[src/include/rst_seq_pkg.sv]
package rst_seq_pkg;

  // ------------------------------------------------------------
  // Register map (byte addresses, one aligned word each)
  // ------------------------------------------------------------
  localparam logic [7:0] CMD_OFF    = 8'h00;  // Instruction issue (write)
  localparam logic [7:0] ARG_OFF    = 8'h04;  // Instruction argument (write/read)
  localparam logic [7:0] STATUS_OFF = 8'h08;  // Sequencer status (read)
  localparam logic [7:0] KEY_OFF    = 8'h0C;  // Key data (read, read acknowledges)
  localparam logic [7:0] ACNT_OFF   = 8'h10;  // Address counter (read)

  // ------------------------------------------------------------
  // Instruction codes written to the command register
  // ------------------------------------------------------------
  localparam logic [3:0] OP_DISP_ONOFF  = 4'h1;
  localparam logic [3:0] OP_SET_TECH    = 4'h2;
  localparam logic [3:0] OP_SET_ADDR    = 4'h3;
  localparam logic [3:0] OP_SET_CONTR   = 4'h4;
  localparam logic [3:0] OP_PORT_STATE  = 4'h5;

  // ------------------------------------------------------------
  // Argument field positions
  // ------------------------------------------------------------
  localparam int ARG_DISP_ON_BIT  = 0;   // Display on/off: 1 = on
  localparam int ARG_DUAL_COM_BIT = 0;   // Technique: 1 = dual pins are commons
  localparam int ARG_KP_A_BIT     = 0;   // Port state: pin a is scan output
  localparam int ARG_KP_B_BIT     = 1;   // Port state: pin b is scan output
  localparam int ARG_PC_A_BIT     = 2;   // Port level of pin a
  localparam int ARG_PC_B_BIT     = 3;   // Port level of pin b
  localparam int ARG_KC_LO        = 4;   // Scan line enables start here
  localparam int ACNT_W           = 6;
  localparam int CONTR_W          = 4;
  localparam int KEY_W            = 30;
  localparam int ARG_W            = 12;

  // Status bit positions
  localparam int ST_DISP_ON  = 0;
  localparam int ST_SCAN_EN  = 1;
  localparam int ST_PORT_REL = 2;
  localparam int ST_CONTR_EN = 3;
  localparam int ST_ADDR_OK  = 4;
  localparam int ST_DUAL_COM = 5;
  localparam int ST_OSC_RUN  = 6;
  localparam int ST_KEY_REQ  = 7;

  // ------------------------------------------------------------
  // Timing
  // ------------------------------------------------------------
  localparam int CLK_HZ          = 20_000_000;
  localparam int OSC_START_NS    = 500;  // Oscillator start settle after reset
  localparam int OSC_START_CYC   = (OSC_START_NS * (CLK_HZ / 1_000_000) + 999) / 1000;

  typedef enum logic [2:0] {
    OSC_IDLE = 3'b001,
    OSC_WAIT = 3'b010,
    OSC_RUN  = 3'b100
  } osc_state_t;

endpackage : rst_seq_pkg

[src/hdl/lcd_ctrl_system_reset.sv]
`timescale 1ns/10ps
// Summary of operation
// - Reset blanks display, stops key scan, clears keys, holds ports low.
// - Display leaves off state only on display-on instruction.
// - Port-state instruction re-enables scanning and releases key data.
// - Port-state instruction releases ports and sets their levels.
// - Reset forces the oscillator to start.
// - Reset clears instruction decode; only later instructions act.
// - Reset clears address counter; valid only after set-address instruction.
// - Display RAMs are not cleared by reset.
// - Display latch loaded when display on/off instruction executes.
// - Reset forces common and segment drivers off.
// - Reset disables contrast until set-contrast instruction.
// - Reset clears key scanner, disables scan, zeroes key data.
// - Reset returns serial interface to idle waiting state.
// - During reset drives low, dual drive pins segment function.
// - During reset scan/port outputs low, dual pins in port function.
// - Data output released in reset and before port-state instruction.
// - Outside reset, pending key read pulls data output low while serial interface is idle.
module lcd_ctrl_system_reset
  import rst_seq_pkg::*;
(
  input  wire logic               CORE_CLK,
  input  wire logic               NRST,
  // Wishbone classic slave
  input  wire logic               WB_CYC_I,
  input  wire logic               WB_STB_I,
  input  wire logic               WB_WE_I,
  input  wire logic [7:0]         WB_ADR_I,
  input  wire logic [3:0]         WB_SEL_I,
  input  wire logic [31:0]        WB_DAT_I,
  output logic      [31:0]        WB_DAT_O,
  output logic                    WB_ACK_O,
  // Asynchronous pins
  input  wire logic               INHIBIT_INPUT_N,
  input  wire logic               SERIAL_CLK,
  input  wire logic               KEY_PRESS,
  // Driver side
  output logic                    OSC_EN,
  output logic                    DISPLAY_ON,
  output logic                    LATCH_LOAD,
  output logic                    DUAL_COM_SEL,
  output logic                    CONTRAST_EN,
  output logic      [CONTR_W-1:0] CONTRAST,
  output logic      [ACNT_W-1:0]  ADDR_COUNTER_VALUE,
  output logic                    SCAN_OR_PORT_OUT_A,
  output logic                    SCAN_OR_PORT_OUT_B,
  output logic      [3:0]         SCAN_OUTPUTS_HI,
  output logic                    SCAN_A_IS_SCAN,
  output logic                    SCAN_B_IS_SCAN,
  output logic                    SERIAL_DATA_OUT,
  output logic                    SERIAL_DATA_OE,
  output logic                    SERIAL_IDLE
);

  // ------------------------------------------------------------
  // Synchronised pins
  // ------------------------------------------------------------
  logic inhibit_n_s;
  logic sclk_s;
  logic key_s;
  logic osc_ready;

  sync2 u_sync_inhibit (.CORE_CLK(CORE_CLK), .NRST(NRST), .d(INHIBIT_INPUT_N), .q(inhibit_n_s));
  sync2 u_sync_clk (.CORE_CLK(CORE_CLK), .NRST(NRST), .d(SERIAL_CLK),      .q(sclk_s));
  sync2 u_sync_key (.CORE_CLK(CORE_CLK), .NRST(NRST), .d(KEY_PRESS),       .q(key_s));

  osc_starter u_osc (
    .CORE_CLK  (CORE_CLK),
    .NRST      (NRST),
    .osc_en    (OSC_EN),
    .osc_ready (osc_ready)
  );

  // ------------------------------------------------------------
  // Bus decode
  // ------------------------------------------------------------
  wire       req       = WB_CYC_I & WB_STB_I & ~WB_ACK_O;
  wire       wr_lo     = req & WB_WE_I & WB_SEL_I[0];
  wire       hit_cmd   = (WB_ADR_I == CMD_OFF);
  wire       hit_arg   = (WB_ADR_I == ARG_OFF);
  wire       hit_stat  = (WB_ADR_I == STATUS_OFF);
  wire       hit_key   = (WB_ADR_I == KEY_OFF);
  wire       hit_acnt  = (WB_ADR_I == ACNT_OFF);
  wire       rd_key    = req & ~WB_WE_I & hit_key;
  wire       cmd_go    = wr_lo & hit_cmd & osc_ready;
  wire [3:0] opcode    = WB_DAT_I[3:0];

  logic [ARG_W-1:0] arg;

  wire op_disp  = cmd_go & (opcode == OP_DISP_ONOFF);
  wire op_tech  = cmd_go & (opcode == OP_SET_TECH);
  wire op_addr  = cmd_go & (opcode == OP_SET_ADDR);
  wire op_contr = cmd_go & (opcode == OP_SET_CONTR);
  wire op_port  = cmd_go & (opcode == OP_PORT_STATE);

  // ------------------------------------------------------------
  // Argument register
  // ------------------------------------------------------------
  // Argument word is staged before the command write
  always_ff @(posedge CORE_CLK or negedge NRST) begin
    if (!NRST) begin
      arg <= '0;
    end else if (wr_lo & hit_arg) begin
      arg <= WB_DAT_I[ARG_W-1:0];
    end
  end

  // ------------------------------------------------------------
  // Display state
  // ------------------------------------------------------------
  logic disp_on;
  logic dual_com;
  wire  next_disp_on = op_disp ? arg[ARG_DISP_ON_BIT] : disp_on;

  always_ff @(posedge CORE_CLK or negedge NRST) begin
    if (!NRST) begin
      disp_on  <= 1'b0;
      dual_com <= 1'b0;
    end else begin
      disp_on  <= next_disp_on;
      dual_com <= op_tech ? arg[ARG_DUAL_COM_BIT] : dual_com;
    end
  end

  // drivers off while blanked; inhibit overrides the stored state
  wire  next_drive_on = disp_on & inhibit_n_s;
  assign DUAL_COM_SEL = dual_com;

  // display RAMs sit outside this block; reset clears none of them
  always_ff @(posedge CORE_CLK or negedge NRST) begin
    if (!NRST) begin
      LATCH_LOAD <= 1'b0;
    end else begin
      LATCH_LOAD <= op_disp;
    end
  end

  // ------------------------------------------------------------
  // Contrast and address counter
  // ------------------------------------------------------------
  logic addr_ok;

  always_ff @(posedge CORE_CLK or negedge NRST) begin
    if (!NRST) begin
      CONTRAST_EN <= 1'b0;
      CONTRAST    <= '0;
    end else if (op_contr) begin
      CONTRAST_EN <= 1'b1;
      CONTRAST    <= arg[CONTR_W-1:0];
    end
  end

  always_ff @(posedge CORE_CLK or negedge NRST) begin
    if (!NRST) begin
      ADDR_COUNTER_VALUE <= '0;
      addr_ok            <= 1'b0;
    end else if (op_addr) begin
      ADDR_COUNTER_VALUE <= arg[ACNT_W-1:0];
      addr_ok            <= 1'b1;
    end
  end

  // ------------------------------------------------------------
  // Key scan and port state
  // ------------------------------------------------------------
  logic             ports_rel;
  logic             kp_a;
  logic             kp_b;
  logic             pc_a;
  logic             pc_b;
  logic [5:0]       kc;
  logic [KEY_W-1:0] key_data;
  logic             key_req;
  logic             key_prev;

  always_ff @(posedge CORE_CLK or negedge NRST) begin
    if (!NRST) begin
      ports_rel <= 1'b0;
      kp_a      <= 1'b0;
      kp_b      <= 1'b0;
      pc_a      <= 1'b0;
      pc_b      <= 1'b0;
      kc        <= '0;
    end else if (op_port) begin
      ports_rel <= 1'b1;
      kp_a      <= arg[ARG_KP_A_BIT];
      kp_b      <= arg[ARG_KP_B_BIT];
      pc_a      <= arg[ARG_PC_A_BIT];
      pc_b      <= arg[ARG_PC_B_BIT];
      kc        <= arg[ARG_KC_LO +: 6];
    end
  end

  // outputs low, port function until released
  wire       hold_low     = ~ports_rel | ~inhibit_n_s;
  wire       next_a_scan  = ports_rel & kp_a;
  wire       next_b_scan  = ports_rel & kp_b;
  wire       next_out_a   = ~hold_low & (kp_a ? kc[0] : pc_a);
  wire       next_out_b   = ~hold_low & (kp_b ? kc[1] : pc_b);
  wire [3:0] next_scan_hi = hold_low ? 4'h0 : kc[5:2];

  // ------------------------------------------------------------
  // Pin registers
  // ------------------------------------------------------------
  // pins low in reset
  // One cycle of latency is traded for drives that never glitch on decode
  always_ff @(posedge CORE_CLK or negedge NRST) begin
    if (!NRST) begin
      DISPLAY_ON         <= 1'b0;
      SCAN_A_IS_SCAN     <= 1'b0;
      SCAN_B_IS_SCAN     <= 1'b0;
      SCAN_OR_PORT_OUT_A <= 1'b0;
      SCAN_OR_PORT_OUT_B <= 1'b0;
      SCAN_OUTPUTS_HI    <= 4'h0;
    end else begin
      DISPLAY_ON         <= next_drive_on;
      SCAN_A_IS_SCAN     <= next_a_scan;
      SCAN_B_IS_SCAN     <= next_b_scan;
      SCAN_OR_PORT_OUT_A <= next_out_a;
      SCAN_OR_PORT_OUT_B <= next_out_b;
      SCAN_OUTPUTS_HI    <= next_scan_hi;
    end
  end

  // Key capture: a new press latches the scan lines that are high
  wire key_rise = key_s & ~key_prev;
  wire scan_en  = ports_rel & inhibit_n_s;
  wire [KEY_W-1:0] key_cap = {{(KEY_W-6){1'b0}}, kc};

  always_ff @(posedge CORE_CLK or negedge NRST) begin
    if (!NRST) begin
      key_prev <= 1'b0;
      key_data <= '0;
      key_req  <= 1'b0;
    end else begin
      key_prev <= key_s;
      if (scan_en & key_rise) begin
        key_data <= key_cap;
        key_req  <= 1'b1;        // Set wins over read clear
      end else if (rd_key) begin
        key_req  <= 1'b0;
      end
    end
  end

  // ------------------------------------------------------------
  // Serial interface
  // ------------------------------------------------------------
  logic sclk_prev;
  logic serial_busy;

  always_ff @(posedge CORE_CLK or negedge NRST) begin
    if (!NRST) begin
      sclk_prev   <= 1'b0;
      serial_busy <= 1'b0;
    end else begin
      sclk_prev   <= sclk_s;
      serial_busy <= (sclk_s != sclk_prev) ? 1'b1 : (cmd_go ? 1'b0 : serial_busy);
    end
  end
  assign SERIAL_IDLE = ~serial_busy;

  // released in reset and before release
  assign SERIAL_DATA_OUT = 1'b0;
  assign SERIAL_DATA_OE  = key_req & ports_rel & ~serial_busy;

  // ------------------------------------------------------------
  // Read back and acknowledge
  // ------------------------------------------------------------
  wire [7:0] status = {key_req, osc_ready, dual_com, addr_ok,
                       CONTRAST_EN, ports_rel, scan_en, DISPLAY_ON};
  wire [31:0] rd_mux = hit_arg  ? {{(32-ARG_W){1'b0}}, arg} :
                       hit_stat ? {24'h000000, status} :
                       hit_key  ? {{(32-KEY_W){1'b0}}, key_data} :
                       hit_acnt ? {{(32-ACNT_W){1'b0}}, ADDR_COUNTER_VALUE} :
                       32'h00000000;

  // Single-cycle ack for every address; unmapped reads return zero
  always_ff @(posedge CORE_CLK or negedge NRST) begin
    if (!NRST) begin
      WB_ACK_O <= 1'b0;
      WB_DAT_O <= '0;
    end else begin
      WB_ACK_O <= req;
      WB_DAT_O <= rd_mux;
    end
  end

endmodule : lcd_ctrl_system_reset

[src/hdl/osc_starter.sv]
`timescale 1ns/10ps
// Forces the base oscillator on after reset and reports when it is stable
module osc_starter
  import rst_seq_pkg::*;
(
  input  wire logic CORE_CLK,
  input  wire logic NRST,
  output logic      osc_en,
  output logic      osc_ready
);
  osc_state_t state;
  osc_state_t next_state;
  logic [15:0] cnt;
  logic [15:0] next_cnt;
  wire         cnt_done = (cnt == 16'(OSC_START_CYC - 1));

  // ------------------------------------------------------------
  // Start sequence
  // ------------------------------------------------------------
  // forced oscillator start
  always_comb begin
    next_state = state;
    next_cnt   = cnt;
    unique case (state)
      OSC_IDLE: begin
        next_state = OSC_WAIT;
        next_cnt   = 16'h0000;
      end
      OSC_WAIT: begin
        next_cnt = cnt + 16'h0001;
        if (cnt_done) begin
          next_state = OSC_RUN;
        end
      end
      OSC_RUN: begin
        next_state = OSC_RUN;
      end
      default: begin
        next_state = OSC_IDLE;
      end
    endcase
  end

  always_ff @(posedge CORE_CLK or negedge NRST) begin
    if (!NRST) begin
      state <= OSC_IDLE;
      cnt   <= 16'h0000;
    end else begin
      state <= next_state;
      cnt   <= next_cnt;
    end
  end

  // Enable held on even during reset so the clock is never stopped
  assign osc_en    = 1'b1;
  assign osc_ready = (state == OSC_RUN);
endmodule : osc_starter

[src/hdl/sync2.sv]
`timescale 1ns/10ps
// Two-flop synchroniser for a level from outside the clock domain
module sync2 (
  input  wire logic CORE_CLK,
  input  wire logic NRST,
  input  wire logic d,
  output logic      q
);
  logic meta;

  // ------------------------------------------------------------
  // Stages
  // ------------------------------------------------------------
  // First stage is read only by the second
  always_ff @(posedge CORE_CLK or negedge NRST) begin
    if (!NRST) begin
      meta <= 1'b0;
      q    <= 1'b0;
    end else begin
      meta <= d;
      q    <= meta;
    end
  end
endmodule : sync2

[config.mk]
export PLATFORM = sky130hd
export DESIGN_NAME = lcd_ctrl_system_reset
export DESIGN_NICKNAME = d
export VERILOG_FILES = /design/src/include/rst_seq_pkg.sv /design/src/hdl/lcd_ctrl_system_reset.sv /design/src/hdl/osc_starter.sv /design/src/hdl/sync2.sv
export SDC_FILE = /design/constraint.sdc
export NUM_CORES = 1
export LEC_CHECK = 0
export BUFFER_PORTS_ARGS = -buffer_cell sky130_fd_sc_hd__buf_4
export CORE_UTILIZATION = 40
export CTS_CLUSTER_DIAMETER = 50
export DETAILED_ROUTE_END_ITERATION = 8
export PLACE_DENSITY_LB_ADDON = 0.3
export SLEW_MARGIN = 20
export SYNTH_ARGS = -nofsm -noshare
export SYNTH_HDL_FRONTEND = slang
export SYNTH_SLANG_ARGS = --single-unit
[constraint.sdc]
create_clock -name CORE_CLK -period 5.4 [get_ports CORE_CLK]
set_input_delay 0.27 -clock CORE_CLK [delete_from_list [all_inputs] [get_ports CORE_CLK]]
set_output_delay 0.27 -clock CORE_CLK [all_outputs]
set_load 0.01 [all_outputs]
==> results by group <==
Global route
  • Grt ovf: 0
  • All-Layer GR Usage: between 10% and 20%
  • Pin count of the biggest net entering global routing: 72
  • Vias in the first global route: approximately 2700
  • First-pass GRT wire length: 13830 µm
  • Initial antenna violation count: 0

STA
  • Max_slew headroom: 41.94%
  • Crit share post-route: 42.18%
  • Pins Over Slew Limit: 0
  • Clk_skew: 12.68 ps
  • Least-Margin Pin Slew: approximately 870 ps
  • Fin crit period: between 2000 and 2500 ps
  • RSZ-0062 raised after global routing: no
  • Max Freq: approximately 0.44 GHz
  • Hold_ws: 22.54 ps
  • Setup_tns: 0 ps
  • Setup WS post-layout: between 3000 and 4000 ps
  • Final hold violation count: 0
  • Final setup fails: 0

Setup path
  • Startpoint Class: flop
  • Reg2reg path depth: 4
  • Crit-path slowest cell: or3b_2
  • WP data arrival: 2520 ps
  • Critical Path Max Stage Delay: roughly 530 ps
  • Critical path class: reg -> reg
  • Crit path cell chain: or3b_2 -> nor4_1 -> nand3_2 -> mux2_2
  • Crit end category: flop
  • Highest fanout seen on the critical path: 11
  • RR Endpoint: kc[5]$_DFFE_PN0P_
  • R2r startpoint: u_osc.state[1]$_DFFE_PN0P_
  • Worst R2R Setup Slack: 3120 ps
  • CP required: 5640 ps

Place
  • Pre-CTS setup slack: approximately 2800 ps
  • Placed cells: 554
  • DP Wirelength: 6296 µm
  • RD Place Congestion: ~0.8
  • Port bufs: 65

Drt
  • Drt pass-1 iters: 6
  • DR WL met2: ~4300 µm
  • WL met3: roughly 330 µm
  • Post-route ant nets: 0
  • DRC: 0
  • Vias/cell: about 5
  • Wire length on met1: ~3900 µm
  • Top Layer Used: met4
  • Vias: around 2900
  • Drt initial violations: 99
  • Wire per inst: roughly 15 µm
  • WL final: ~8700 µm

CTS
  • Clock transition at path regs: 90 ps
  • Num CTS Buffers: 9
  • H-tree levels: 3
  • Clk root buf: clkbuf_8
  • CTS tree: done
  • Postcts setup bufs: 0
  • Skew-Pair Late Insertion Delay: about 360 ps
  • Clock Path Buffers: 2
  • Clk sinks: 95

Floorplan
  • CORE AREA: just over 10000 µm²
  • Rows: 37
  • Boundary Pins: 111
  • Die Y: 104.7 µm
  • Die ar.: roughly 11000 µm²
  • Starting Density: 41.04%
  • Chip width: between 100 and 150 µm

Yosys
  • EDFF count, synth: 0
  • Simple-gate share of the synthesized area: about 18%
  • Post-synth design cell area: around 4200 µm²
  • Mux contribution to synthesized area: 12.31%
  • Largest family of logic cells by synthesized area: simple AND/OR/NAND/NOR gates
  • Count leader, synth: dfrtp_1
  • Adder-cell share of the synthesized area: less than 1%
  • Synth Warn #: 0
  • Xor/xnor share of the synthesized area: less than 1%
  • Netlist cell types: 45
  • Top cell types by occurrence after synthesis: dfrtp_1, mux2_2, buf_4
  • Top cell type by total area after synthesis: dfrtp_1
  • Top post-synthesis cells by area: dfrtp_1, mux2_2, buf_4, nand2_1, mux2i_1
  • Synth Area in Compound Gates: around 5.8%
  • Synth Flop Type: dfrtp_1
  • Post-synthesis sequential area ratio: 56.39%
  • Top-area cell type share of the netlist area: 55.77%
  • Avg Inst Size Synth: 11.56 µm²
  • Mapped Cells: ~370
  • Ys async rst share: 100.0%
  • Seq cells post-synth: between 90 and 100

Finish
  • Ant. Diodes: 0
  • Core Util, Final: ~48%
  • Layout Nets: between 400 and 500
  • Post-route non-filler standard cell count: about 570
  • Layout cells sized above 1: 29.75%
  • Area grow syn2layout: 17.29%

Power and ir drop
  • Clock Power Share: a little over a third
  • Seq pwr share: approximately three fifths
  • Power Internal: 0.0009117 W
  • Net Sw Frac: between 20% and 30%
  • Cell Pwr Density: approximately 240 nW/µm²
  • Leak pwr: ~2.5 nW
  • VDD IR max: around 0.00014 V
  • Combinational power share: 4.8%
  • NetSw: roughly 0.00029 W

Worst hold path
  • Hold Path Depth: 1
  • Worst Hold Endpoint: u_sync_inhibit.meta$_DFF_PN0_
  • Hold Path Class: in -> reg
  • Startpoint of the worst hold path: INHIBIT_INPUT_N

Outcome
  • Status: completed

Flow run
  • Number of max-cap violations: 0
-- worst max path at each step --
stage                                          start                           endpoint  slack, ps  cells past startpoint
after CTS                 u_osc.state[1]$_DFFE_PN0P_                  kc[5]$_DFFE_PN0P_       3110                      4
after global routing                     WB_ADR_I[4]                arg[11]$_DFFE_PN0P_       2970                      5
after global placement                   WB_ADR_I[4]                arg[10]$_DFFE_PN0P_       2790                      5
after floorplan                          WB_ADR_I[4]  ADDR_COUNTER_VALUE[0]$_DFFE_PN0P_       3470                      5
final                     u_osc.state[1]$_DFFE_PN0P_                  kc[5]$_DFFE_PN0P_       3120                      4
after detailed placement                 WB_ADR_I[4]                 arg[8]$_DFFE_PN0P_       2770                      5
-- layout by cell type (no fill, tap or decap), types with 2 or more instances in the layout --
cell	count
buf_4	66
mux2i_1	8
or3b_2	4
nor3b_1	2
nand2_1	22
dfrtp_1	94
mux2_2	39
clkbuf_8	9
a221oi_1	6
nand2b_1	5
o31ai_1	2
nand3_1	11
ha_1	2
inv_1	14
nor4_1	6
and3_1	10
nor3_1	15
nand4_1	4
o41ai_1	2
or4_1	4
and2_1	10
nand3b_1	4
nor2b_1	7
a21oi_1	2
o21ai_0	13
conb_1	22
o211ai_1	3
xor2_1	2
inv_6	4
nor2_1	21
o22ai_1	6
dlygate4sd3_1	3
-- per-stage QoR --
stage / total power (W) / instance area, µm²
after floorplan: 0.0007639 / 4293
after global placement: 0.0007890 / 4738
after detailed placement: 0.0007898 / 4738
after CTS: 0.001221 / 4937
after global routing: 0.001258 / 4947
final: 0.001206 / 4947
-- power by group through the flow --
| stage | registers [W] | clock network (W) | logic, W |
|---|---|---|---|
| after global placement | 0.000732 | 0 | 0.0000569 |
| after floorplan | 0.000732 | 0 | 0.0000323 |
| after detailed placement | 0.000732 | 0 | 0.0000576 |
| final | 0.000718 | 0.000429 | 0.0000584 |
| after global routing | 0.000719 | 0.000473 | 0.0000658 |
| after CTS | 0.000718 | 0.000444 | 0.0000587 |
-- state kept, by name, indices dropped and copies added (netlist names), 3 cells and up --
register and count:
ADDR_COUNTER_VALUE 6, WB_DAT_O 12, key_data 6, CONTRAST 4, arg 12, kc 6, SCAN_OUTPUTS_HI 4, u_osc.cnt 16
u_osc.state 3
-- routing by layer --
layer  GRT usage, %  up-vias
met1          21.49     1424
met5              0        -
met2          27.25       61
met3          3.681       11
li1               -     1377
met4          4.829        0
-- area by class of cell --
cell class,instances,area [µm²]
Timing Repair Buffer,69,525.5
Tap cell,136,170.2
Inverter,14,52.55
Multi-Input combinational cell,243,1642
Sequential cell,95,2379
Fill cell,980,5330
Clock buffer,10,127.6
Clock inverter,6,51.30
-- cell families (layout without fill, tap and decap cells) --
kind of cell | Yosys count | after routing
buf+inv | 47 | 99
fa+ha+maj | 2 | 2
xor+xnor | 3 | 3
other cells | 2 | 22
compound gates | 37 | 37
flops | 95 | 95
simple gates | 132 | 132
mux | 47 | 47
-- timing repair --
item / CTS / global route
hold endpoints to repair: 25 / 1
hold buffers: 2 / 1
resized for setup: 0 / 0
-- worst max-delay path, delay by kind of cell (launching register included) --
kind | cells | cell delay, ps
simple gates | 3 | 1340
flops | 1 | 440
mux | 1 | 380
(Power assumes the default switching activity.)
